File: src/logic/sic_pkg.sv
/*
 * Shared constants of the system integrity control and status block:
 * register offsets, field positions, reset values, bus responses and
 * the power-up delay counts.
 * Assumes a 32-bit AXI4-Lite register bus with byte addresses.
 */
package sic_pkg;

    // ******************************************************
    // Bus widths and register offsets
    // ******************************************************
    localparam int AW = 8;
    localparam int DW = 32;
    localparam logic [AW-1:0] OFS_ICSR = 8'h00;
    localparam logic [AW-1:0] OFS_ISTS = 8'h04;
    localparam logic [AW-1:0] OFS_IMSK = 8'h08;

    // ******************************************************
    // Control/status field positions and reset value
    // ******************************************************
    localparam int POS_SRC = 7;
    localparam int POS_IE = 6;
    localparam int POS_FLAG = 5;
    localparam int POS_LVRF = 4;
    localparam int POS_WDRF = 0;
    localparam logic [7:0] ICSR_RST = 8'h00;

    // ******************************************************
    // Interrupt status layout and reset values
    // ******************************************************
    localparam int ST_TOGGLE = 0;
    localparam int ST_LVRST = 1;
    localparam int ST_W = 2;
    localparam logic [ST_W-1:0] ISTS_RST = 2'h0;
    localparam logic [ST_W-1:0] IMSK_RST = 2'h0;

    // ******************************************************
    // Bus responses
    // ******************************************************
    localparam logic [1:0] RESP_OKAY = 2'h0;
    localparam logic [1:0] RESP_DECERR = 2'h3;

    // ******************************************************
    // Start-up delay in CPU cycles
    // ******************************************************
    localparam int DLY_W = 13;
    localparam logic [DLY_W-1:0] DLY_SHORT = 13'h0100;
    localparam logic [DLY_W-1:0] DLY_LONG = 13'h1000;

endpackage

File: src/logic/sic_det_if.sv
/*
 * Link between the register core and the detector front end.
 * Assumes both ends run on the same clock.
 */
`timescale 1ns/100ps
interface sic_det_if;
    logic sel;
    logic run;
    logic lvd_on;
    logic flag;
    logic tog_up;
    logic tog_down;
    modport core (output sel, output run, output lvd_on,
                  input flag, input tog_up, input tog_down);
    modport det (input sel, input run, input lvd_on,
                 output flag, output tog_up, output tog_down);
endinterface

File: src/logic/sic_detector.sv
/*
 * Detector front end: synchronises both comparator outputs, picks the
 * watched source, holds the detector flag and pulses on each toggle.
 * Assumes comparator outputs are asynchronous levels from analog cells.
 */
`timescale 1ns/100ps
module sic_detector (
    // Clock and reset
    input wire logic aclk,
    input wire logic aresetn,
    // Analog comparator outputs, high while below the lower threshold
    input wire logic cmp_supply,
    input wire logic cmp_pin,
    // Core side
    sic_det_if.det det
);
    import sic_pkg::*;

    typedef struct packed {
        logic [1:0] sync1;
        logic [1:0] sync2;
        logic flag;
        logic up;
        logic down;
    } sic_det_s;

    sic_det_s st_r;
    sic_det_s st_nxt;
    logic picked;

    always_comb begin
        st_nxt = st_r;
        picked = det.sel ? st_r.sync2[1] : st_r.sync2[0];
        st_nxt.sync1 = {cmp_pin, cmp_supply};
        st_nxt.sync2 = st_r.sync1;
        st_nxt.up = 1'b0;
        st_nxt.down = 1'b0;
        if (!aresetn) begin
            st_nxt = '0;
        end else if (!det.lvd_on) begin
            // Detection is dead without the low-voltage detector
            st_nxt.flag = 1'b0;
        end else if (det.run && picked != st_r.flag) begin
            st_nxt.flag = picked;
            st_nxt.up = !picked;
            st_nxt.down = picked;
        end
    end

    always_ff @(posedge aclk) begin
        st_r <= st_nxt;
    end

    assign det.flag = st_r.flag;
    assign det.tog_up = st_r.up;
    assign det.tog_down = st_r.down;
endmodule

File: src/logic/sic_top.sv
/*
 * System integrity control and status block: detector source select,
 * detector interrupt, reset cause flags, AXI4-Lite register slave.
 * Assumes the reset manager holds its cause inputs during aresetn low
 * and the CPU pulses irq_ack on entry to the detector service routine.
 */
// Decided for this implementation: the register addresses and register access over AXI4-Lite.
`timescale 1ns/100ps

module sic_top (
    // Clock and reset
    input wire logic aclk,
    input wire logic aresetn,
    // AXI4-Lite write address and data
    input wire logic awvalid,
    output logic awready,
    input wire logic [sic_pkg::AW-1:0] awaddr,
    input wire logic [2:0] awprot,
    input wire logic wvalid,
    output logic wready,
    input wire logic [sic_pkg::DW-1:0] wdata,
    input wire logic [3:0] wstrb,
    // AXI4-Lite write response
    output logic bvalid,
    input wire logic bready,
    output logic [1:0] bresp,
    // AXI4-Lite read
    input wire logic arvalid,
    output logic arready,
    input wire logic [sic_pkg::AW-1:0] araddr,
    input wire logic [2:0] arprot,
    output logic rvalid,
    input wire logic rready,
    output logic [sic_pkg::DW-1:0] rdata,
    output logic [1:0] rresp,
    // Comparator outputs, asynchronous
    input wire logic cmp_supply,
    input wire logic cmp_pin,
    // Option settings, static
    input wire logic lvd_enable,
    input wire logic delay_long,
    // Reset causes, valid while aresetn is low
    input wire logic rst_src_por,
    input wire logic rst_src_lvd,
    input wire logic rst_src_wdg,
    // CPU and interrupt controller
    input wire logic halt_mode,
    input wire logic cc_imask,
    input wire logic irq_ack,
    output logic cpu_irq,
    output logic wait_wake,
    // Summary interrupt
    output logic irq
);
    import sic_pkg::*;

    typedef struct packed {
        logic src_sel;
        logic irq_en;
        logic lv_rf;
        logic wd_rf;
        logic pend;
        logic [ST_W-1:0] ists;
        logic [ST_W-1:0] imask;
        logic long_dly;
        logic [DLY_W-1:0] dly_cnt;
        logic aw_held;
        logic [AW-1:0] aw_addr;
        logic w_held;
        logic [7:0] w_data;
        logic w_be;
        logic awready;
        logic wready;
        logic bvalid;
        logic [1:0] bresp;
        logic arready;
        logic rvalid;
        logic [1:0] rresp;
        logic [DW-1:0] rdata;
        logic irq;
        logic cpu_irq;
        logic wake;
    } sic_state_s;

    sic_state_s st_r;
    sic_state_s st_nxt;
    sic_det_if det_link ();
    logic [7:0] icsr_view;
    logic dly_act;
    logic req_set;

    // ******************************************************
    // Detector front end
    // ******************************************************
    assign det_link.sel = st_r.src_sel;
    assign det_link.lvd_on = lvd_enable;
    assign det_link.run = !halt_mode;

    sic_detector u_det (
        .aclk(aclk),
        .aresetn(aresetn),
        .cmp_supply(cmp_supply),
        .cmp_pin(cmp_pin),
        .det(det_link.det)
    );

    // ******************************************************
    // Register view and request source
    // ******************************************************
    always_comb begin
        icsr_view = ICSR_RST;
        icsr_view[POS_SRC] = st_r.src_sel;
        icsr_view[POS_IE] = st_r.irq_en;
        icsr_view[POS_FLAG] = det_link.flag;
        icsr_view[POS_LVRF] = st_r.lv_rf;
        icsr_view[POS_WDRF] = st_r.wd_rf;
    end

    // A fast supply rise is hidden inside the reset delay
    assign dly_act = st_r.dly_cnt < (st_r.long_dly ? DLY_LONG : DLY_SHORT);
    assign req_set = st_r.irq_en && lvd_enable
        && (det_link.tog_down || (det_link.tog_up && !dly_act));

    // ******************************************************
    // Next state
    // ******************************************************
    always_comb begin
        st_nxt = st_r;
        if (!aresetn) begin
            st_nxt = '0;
            st_nxt.src_sel = ICSR_RST[POS_SRC];
            st_nxt.irq_en = ICSR_RST[POS_IE];
            st_nxt.ists = ISTS_RST;
            st_nxt.imask = IMSK_RST;
            st_nxt.long_dly = delay_long;
            st_nxt.lv_rf = st_r.lv_rf;
            st_nxt.wd_rf = st_r.wd_rf;
            if (rst_src_lvd) begin
                st_nxt.lv_rf = 1'b1;
                st_nxt.wd_rf = 1'b0;
                st_nxt.ists[ST_LVRST] = 1'b1;
            end else if (rst_src_wdg) begin
                st_nxt.wd_rf = 1'b1;
            end else if (rst_src_por) begin
                st_nxt.lv_rf = 1'b0;
                st_nxt.wd_rf = 1'b0;
            end
        end else begin
            st_nxt.awready = 1'b0;
            st_nxt.wready = 1'b0;
            st_nxt.arready = 1'b0;
            if (dly_act) begin
                st_nxt.dly_cnt = st_r.dly_cnt + 13'h0001;
            end

            // Write address and data, either order
            if (awvalid && st_r.awready) begin
                st_nxt.aw_held = 1'b1;
                st_nxt.aw_addr = awaddr;
            end
            if (wvalid && st_r.wready) begin
                st_nxt.w_held = 1'b1;
                st_nxt.w_data = wdata[7:0];
                st_nxt.w_be = wstrb[0];
            end
            if (st_r.bvalid && bready) begin
                st_nxt.bvalid = 1'b0;
            end

            // Request latch, service entry clears, set wins
            if (irq_ack) begin
                st_nxt.pend = 1'b0;
            end
            if (det_link.tog_up || det_link.tog_down) begin
                st_nxt.ists[ST_TOGGLE] = 1'b1;
            end

            if (st_r.aw_held && st_r.w_held && !st_r.bvalid) begin
                st_nxt.aw_held = 1'b0;
                st_nxt.w_held = 1'b0;
                st_nxt.bvalid = 1'b1;
                st_nxt.bresp = RESP_OKAY;
                if (st_r.aw_addr == OFS_ICSR) begin
                    // Frozen in halt; reserved bits are dropped
                    if (st_r.w_be && !halt_mode) begin
                        st_nxt.src_sel = st_r.w_data[POS_SRC];
                        st_nxt.irq_en = st_r.w_data[POS_IE];
                        if (!st_r.w_data[POS_LVRF]) begin
                            st_nxt.lv_rf = 1'b0;
                        end
                        if (!st_r.w_data[POS_WDRF]) begin
                            st_nxt.wd_rf = 1'b0;
                        end
                    end
                end else if (st_r.aw_addr == OFS_ISTS) begin
                    if (st_r.w_be) begin
                        st_nxt.ists = st_nxt.ists & ~st_r.w_data[ST_W-1:0];
                        if (det_link.tog_up || det_link.tog_down) begin
                            st_nxt.ists[ST_TOGGLE] = 1'b1;
                        end
                    end
                end else if (st_r.aw_addr == OFS_IMSK) begin
                    if (st_r.w_be) begin
                        st_nxt.imask = st_r.w_data[ST_W-1:0];
                    end
                end else begin
                    st_nxt.bresp = RESP_DECERR;
                end
            end
            if (req_set) begin
                st_nxt.pend = 1'b1;
            end
            if (halt_mode) begin
                st_nxt.pend = st_r.pend;
            end

            // Read channel
            if (st_r.rvalid && rready) begin
                st_nxt.rvalid = 1'b0;
            end
            if (arvalid && st_r.arready) begin
                st_nxt.rvalid = 1'b1;
                st_nxt.rresp = RESP_OKAY;
                st_nxt.rdata = '0;
                if (araddr == OFS_ICSR) begin
                    st_nxt.rdata[7:0] = icsr_view;
                end else if (araddr == OFS_ISTS) begin
                    st_nxt.rdata[ST_W-1:0] = st_r.ists;
                end else if (araddr == OFS_IMSK) begin
                    st_nxt.rdata[ST_W-1:0] = st_r.imask;
                end else begin
                    st_nxt.rresp = RESP_DECERR;
                end
            end

            // Ready only while the slot is free for the next edge
            st_nxt.awready = !st_nxt.aw_held && !st_nxt.bvalid;
            st_nxt.wready = !st_nxt.w_held && !st_nxt.bvalid;
            st_nxt.arready = !st_nxt.rvalid;

            st_nxt.irq = |(st_nxt.ists & st_nxt.imask);
            st_nxt.cpu_irq = st_nxt.pend && !cc_imask;
            st_nxt.wake = st_nxt.pend && !halt_mode;
        end
    end

    always_ff @(posedge aclk) begin
        st_r <= st_nxt;
    end

    // ******************************************************
    // Outputs
    // ******************************************************
    assign awready = st_r.awready;
    assign wready = st_r.wready;
    assign bvalid = st_r.bvalid;
    assign bresp = st_r.bresp;
    assign arready = st_r.arready;
    assign rvalid = st_r.rvalid;
    assign rdata = st_r.rdata;
    assign rresp = st_r.rresp;
    assign cpu_irq = st_r.cpu_irq;
    assign wait_wake = st_r.wake;
    assign irq = st_r.irq;
endmodule

File: config.mk
export PLATFORM = sky130hd
export DESIGN_NAME = sic_top
export DESIGN_NICKNAME = d
export VERILOG_FILES = /design/src/logic/sic_pkg.sv /design/src/logic/sic_det_if.sv /design/src/logic/sic_detector.sv /design/src/logic/sic_top.sv
export SDC_FILE = /design/constraint.sdc
export NUM_CORES = 1
export LEC_CHECK = 0
export BUFFER_PORTS_ARGS = -buffer_cell sky130_fd_sc_hd__buf_4
export CORE_AREA = 2 2 95 70
export DETAILED_ROUTE_END_ITERATION = 16
export DIE_AREA = 0 0 97 72
export MAX_ROUTING_LAYER = met4
export PLACE_DENSITY = 0.78
export SLEW_MARGIN = 5
export SYNTH_ARGS = -nofsm -noshare
export SYNTH_HDL_FRONTEND = slang
export SYNTH_HIERARCHICAL = 1
export SYNTH_SLANG_ARGS = --single-unit
File: constraint.sdc
create_clock -name aclk -period 1.81 [get_ports aclk]
set_input_delay 0.543 -clock aclk [delete_from_list [all_inputs] [get_ports aclk]]
set_output_delay 0.543 -clock aclk [all_outputs]
set_load 0.05 [all_outputs]
== Word level (Yosys, flattened, before mapping) ==
Cells that the tools add are included.

* Register bits: 93
* Latch bits: 0
* RAM bits: 0
* ROM bits: 0
* Bits of input ports: 75
* Output and inout port bits: 44
* Word-level logic and storage cells: 135
* Memories kept: 0

* Add/sub/neg operators: 1
* Multiply operators: 0
* Divide/modulo/power cells: 0
* $lt $le $gt $ge: 1
* Equality and inequality tests: 12
* Shift-type cells: 0
* Muxes and demuxes: 50
* Bitwise operators: 3
* Reduce and logical (&&, ||, !) cells: 37

{| class="wikitable"
|+ Operator list
! kind !! count
|-
| $mux 35 || 2
|-
| $mux 2 || 19
|-
| $mux 1 || 19
|-
| $eq 8x3->1 const B || 2
|-
| $eq 8x4->1 const B || 2
|-
| $logic_and 1x1->1 || 16
|-
| $logic_not 8->1 || 2
|-
| $add 13x1->13 const B || 1
|-
| $lt 13x13->1 || 1
|-
| $mux 13 || 1
|-
| $mux 4 || 3
|-
| $mux 10 || 1
|-
| $logic_not 1->1 || 9
|-
| $mux 9 || 1
|-
| $ne 2x1->1 const B || 4
|-
| $mux 7 || 1
|-
| $mux 3 || 2
|-
| $mux 6 || 1
|-
| $reduce_and 3->1 || 2
|-
| $reduce_and 6->1 || 1
|-
| $reduce_and 5->1 || 1
|-
| $and 2x2->2 || 2
|-
| $ne 2x2->1 const B || 2
|-
| $reduce_bool 4->1 || 1
|-
| other kinds (7) || 8
|}

== Logic depth before layout (Yosys ltp) ==
* Word-level depth: 12
* Mapped depth: 7
* Gate-level depth less buffers: 5

== Cells and area by module ==
The synthesis kept the hierarchy.

{| class="wikitable"
|+ Modules (own cells, without submodules)
! module !! times used !! cells each !! area each (um2) !! sequential area each (um2)
|-
| sic_top || 1 || 311 || 2611.3 || 1131.1
|-
| sic_detector || 1 || 17 || 216.5 || 140.1
|}

== Least setup slack after synthesis ==
No wires, ideal clock.

* Kind: input-to-reg
* From: input port aresetn
* To: register st_r (netlist bit icsr_view[4]), enable pin
* Setup time: 256 ps
* Arrival: 1370 ps
* Required time: 1554 ps
* Path slack: 185 ps
* Stages on the path: 4
* Buffers on the path: 3
* Cells stage by stage: clkbuf_1 -> clkbuf_1 -> buf_2 -> o22ai_1

* Cells in the longest elaborated chain, start to end: 2
* Elaborated cells on any way between the ends: 7
* Classes of those cells: eq/ne (5); reduce/logical (2)

{| class="wikitable"
|+ Ends and longest elaborated chain
! what !! line !! RTL
|-
| start: declaration || sic_top.sv:13 || <nowiki>input wire logic aresetn,</nowiki>
|-
| $ne 3x3->1 (no source line) (tied with other cells) || -- ||
|-
| $reduce_and 6->1 (no source line) (*) || -- ||
|-
| end signal: assignment || sic_top.sv:248 || <nowiki>st_r <= st_nxt;</nowiki>
|-
| end: declaration || sic_top.sv:85 || <nowiki>sic_state_s st_r;</nowiki>
|}

Mark *: on every way between the ends. The rest lies on a longest branch, timed or not.
A chain may end at the register's enable or synchronous reset.

== Worst setup path after layout ==
* From: register st_r[72] (netlist name)
* To: register st_r[68] (netlist name)

* Cells in the longest elaborated chain, start to end: 1

{| class="wikitable"
|+ Ends and longest elaborated chain
! what !! line !! RTL
|-
| $lt 13x13->1 || sic_top.sv:120 || <nowiki>assign dly_act = st_r.dly_cnt < (st_r.long_dly ? DLY_LONG : DLY_SHORT);</nowiki>
|}

No other way between the ends.

==> metrics.txt <==
status=finished clean; Hold Crit Start=cc_imask; Layout area overhead=20.3%; wire length on met1=2750 um; 1st-iter DRT viols=126; overall global routing resource usage=17.6%; CTS sink cnt=62; Num CTS Buffers=9; critical path capture point type=flip-flop; die width=97 um; nature of the critical path startpoint=flip-flop; WL final=5870 um; Setup Fix Bufs, Post-CTS=0; Arrival @ worst endpoint=1.88 ns; Syn Inst Count=328; synthesized area=0.00283 mm^2; Worst-path clk slew=0.06 ns; Reg-to-Reg Start=st_r[72]$_SDFFE_PN0P_; Max Clock Skew=0.00583 ns; P_int=0.00206 W; Root Driver=clkbuf_8; final hold vios=0; PD cells=852 mW/mm^2; Final Instance Area=0.00340 mm^2; full die area=0.00698 mm^2; Residual DRC=0; first-pass GRT wire length=9510 um; XOR/XNOR Fraction of Synth Area=0%; top-area cell type share of the netlist area=41.8%; Peak VDD IR=0.373 mV; dominant cell type by area after synthesis=dfxtp_1; kind of critical path=flip-flop to flip-flop; chain of cells forming the critical path=nor4_2 > a21boi_4 > o311ai_0 > o41ai_1; most used flip-flop cell after synthesis=dfxtp_1; met2 WL=2720 um; ranking of synthesized cells by area=dfxtp_1 42%, buf_4 9.6%, nand2_1 6.9%; row count=24; Clock Path Buffers=2; Async S/R FF share, synth=0%; Comb pwr share=14.8%; Yosys Warn Count=6; hold endpoint=cpu_irq$_SDFF_PN0_; core footprint=0.00604 mm^2; DP Wirelength=4470 um; Slew Viols, Final=0; fin util=56.3%; Psw=0.000842 W; Tot Pwr=0.00290 W; Reg power frac=50.4%; Slowest cell on crit path=o311ai_0; syn_area_per_cell=8.62 um^2; critical path data required time=2.01 ns; Setup Viol. Count Final=0; Final ANT Viol Nets=0; Post-Synth Simple-Gate Area=24.7%; CTS tree=yes; DR WL/cell=12.6 um; die height=72 um; diodes inserted=0; boundary pin count=119; number of global-route vias before repair=2140; Initial Utilization=46.8%; post-synthesis cell type count=43; RSZ-0062 raised after global routing=false; area fraction in compound gates after synthesis=12.2%; setup_tns=0 ns; Port Buffers=56; Switching Share=29.0%; Max Clk Rate=594 MHz; layout cells sized above 1=22.9%; worst-skew pair later-pin latency=0.34 ns; crit share post-route=93.1%; Highest Signal Layer=met4; GR Overflow Total=0; largest net degree at the start of global routing=22; Max Cap Violations=0; Crit path largest cell delay=0.43 ns; flop and latch count out of synthesis=62; Hold Path Class=input pin to flip-flop; Seq/Total Area, Yosys=45.0%; capturing point of the worst reg2reg path=st_r[68]$_SDFFE_PN0P_; Final Net Count=460; H-tree Lvls=3; via count=2362; Post-CTS Hold Buffers=0; Clk pwr share=34.8%; hold-critical path depth=2; Adder-Cell Fraction of Synth Area=0.885%; met3 WL=372 um; Post-DP Area=0.00322 mm^2; depth of the worst register-to-register path=4; Setup crit start=st_r[72]$_SDFFE_PN0P_; commonest non-fill, non-tap cells in the layout=68 x buf_4, 59 x dfxtp_1, 52 x nand2_1; first-pass detailed-route iteration total=5; global placement routability congestion=0.769; Post-synth EDFFs=3; r2r setup slk=0.13 ns; P_leak=1.44 nW; most common cell after layout, fill and taps aside=buf_4; Period minus WS final=1.68 ns; post-synthesis mux area share=4.38%; CP max FO=19; initial antenna violation count=0; main combinational cell family by area after synthesis=simple AND/OR/NAND/NOR gates; vias per cell=5.07; # fillers=563
## worst max-delay path: cells and delay by family, from the launching register on
kind / cells / cell delay [ns]
flip-flops: 1 / 0.34
AND/OR/NAND/NOR: 1 / 0.41
AO/OA/AOI/OAI: 3 / 0.78
## kinds of logic after synthesis
logic type	Yosys count
AND/OR/NAND/NOR	135
flip-flops	62
AO/OA/AOI/OAI	59
buffers and inverters	57
multiplexers	12
adder cells (fa/ha/maj)	2
other	1
## sequential cells by signal, indices dropped and copies added (netlist names)
register            cells
rvalid                  1
awready                 1
icsr_view               3
wready                  1
cpu_irq                 1
bresp                   1
u_det/det.flag          1
rdata                   6
irq                     1
arready                 1
det_link.sel            1
st_r                   35
bvalid                  1
rresp                   1
u_det/det.tog_down      1
u_det/det.tog_up        1
wait_wake               1
u_det/st_r              4
## what timing repair did
| item | in CTS | in global routing |
|---|---|---|
| resized for setup | 1 | 2 |
| setup endpoints to repair | 15 | 11 |
| endpoints found under the hold margin | 0 | 0 |
## through the flow
step,instances,worst slack [ns],hold slack [ns]
after floorplan,353,0.185,0.412
after global placement,450,-0.315,0.420
after detailed placement,450,-0.331,0.423
after CTS,466,0.0431,0.357
after global routing,466,0.0354,0.351
final,466,0.125,0.368
## cell usage after synthesis (4+ instances only)
cell,instances
or4_1,4
nand3_1,12
o31ai_1,7
nor2_1,14
inv_1,7
nand4_1,5
clkbuf_1,10
and3_1,8
dfxtp_1,59
and2_1,6
nand2_1,52
a21oi_1,36
buf_4,36
mux2i_1,11
nand2b_1,10
nor4_1,5
o21ai_0,5
## layer usage
| metal | up-vias | GRT usage (%) |
|---|---|---|
| met1 | 1087 | 21.9 |
| met2 | 71 | 26.4 |
| met5 | - | - |
| met3 | 4 | 5.97 |
| met4 | 0 | 7.67 |
| li1 | 1200 | - |
## cell type report
type	count	area, um^2	area share (%)
Clock buffer	10	128	3.75
Timing Repair Buffer	69	531	15.6
Multi-Input combinational cell	234	1310	38.5
Sequential cell	62	1270	37.4
Clock inverter	6	38.8	1.14
Inverter	7	26.3	0.773
Tap cell	78	97.6	2.87
## how the worst max path moves through the flow
stage                            endpoint  slack [ns]  depth (start not counted)
2_1_floorplan  icsr_view[4]$_SDFFCE_PP0P_        0.18                          4
3_3_place_gp         wait_wake$_SDFF_PN0_       -0.31                          5
3_5_place_dp           cpu_irq$_SDFF_PN0_       -0.33                          5
4_1_cts             st_r[70]$_SDFFE_PN0P_        0.04                          6
5_1_grt             st_r[66]$_SDFFE_PN0P_        0.04                          4
6_report            st_r[68]$_SDFFE_PN0P_        0.13                          4
## power groups by stage
stage          sequential (W)  clock, W  combinational, W
2_1_floorplan         0.00151         0          0.000323
3_3_place_gp          0.00149         0          0.000418
3_5_place_dp          0.00149         0          0.000425
4_1_cts               0.00146   0.00104          0.000427
5_1_grt               0.00147   0.00110          0.000460
6_report              0.00146   0.00101          0.000429
Power figures use the tool's default switching activity.
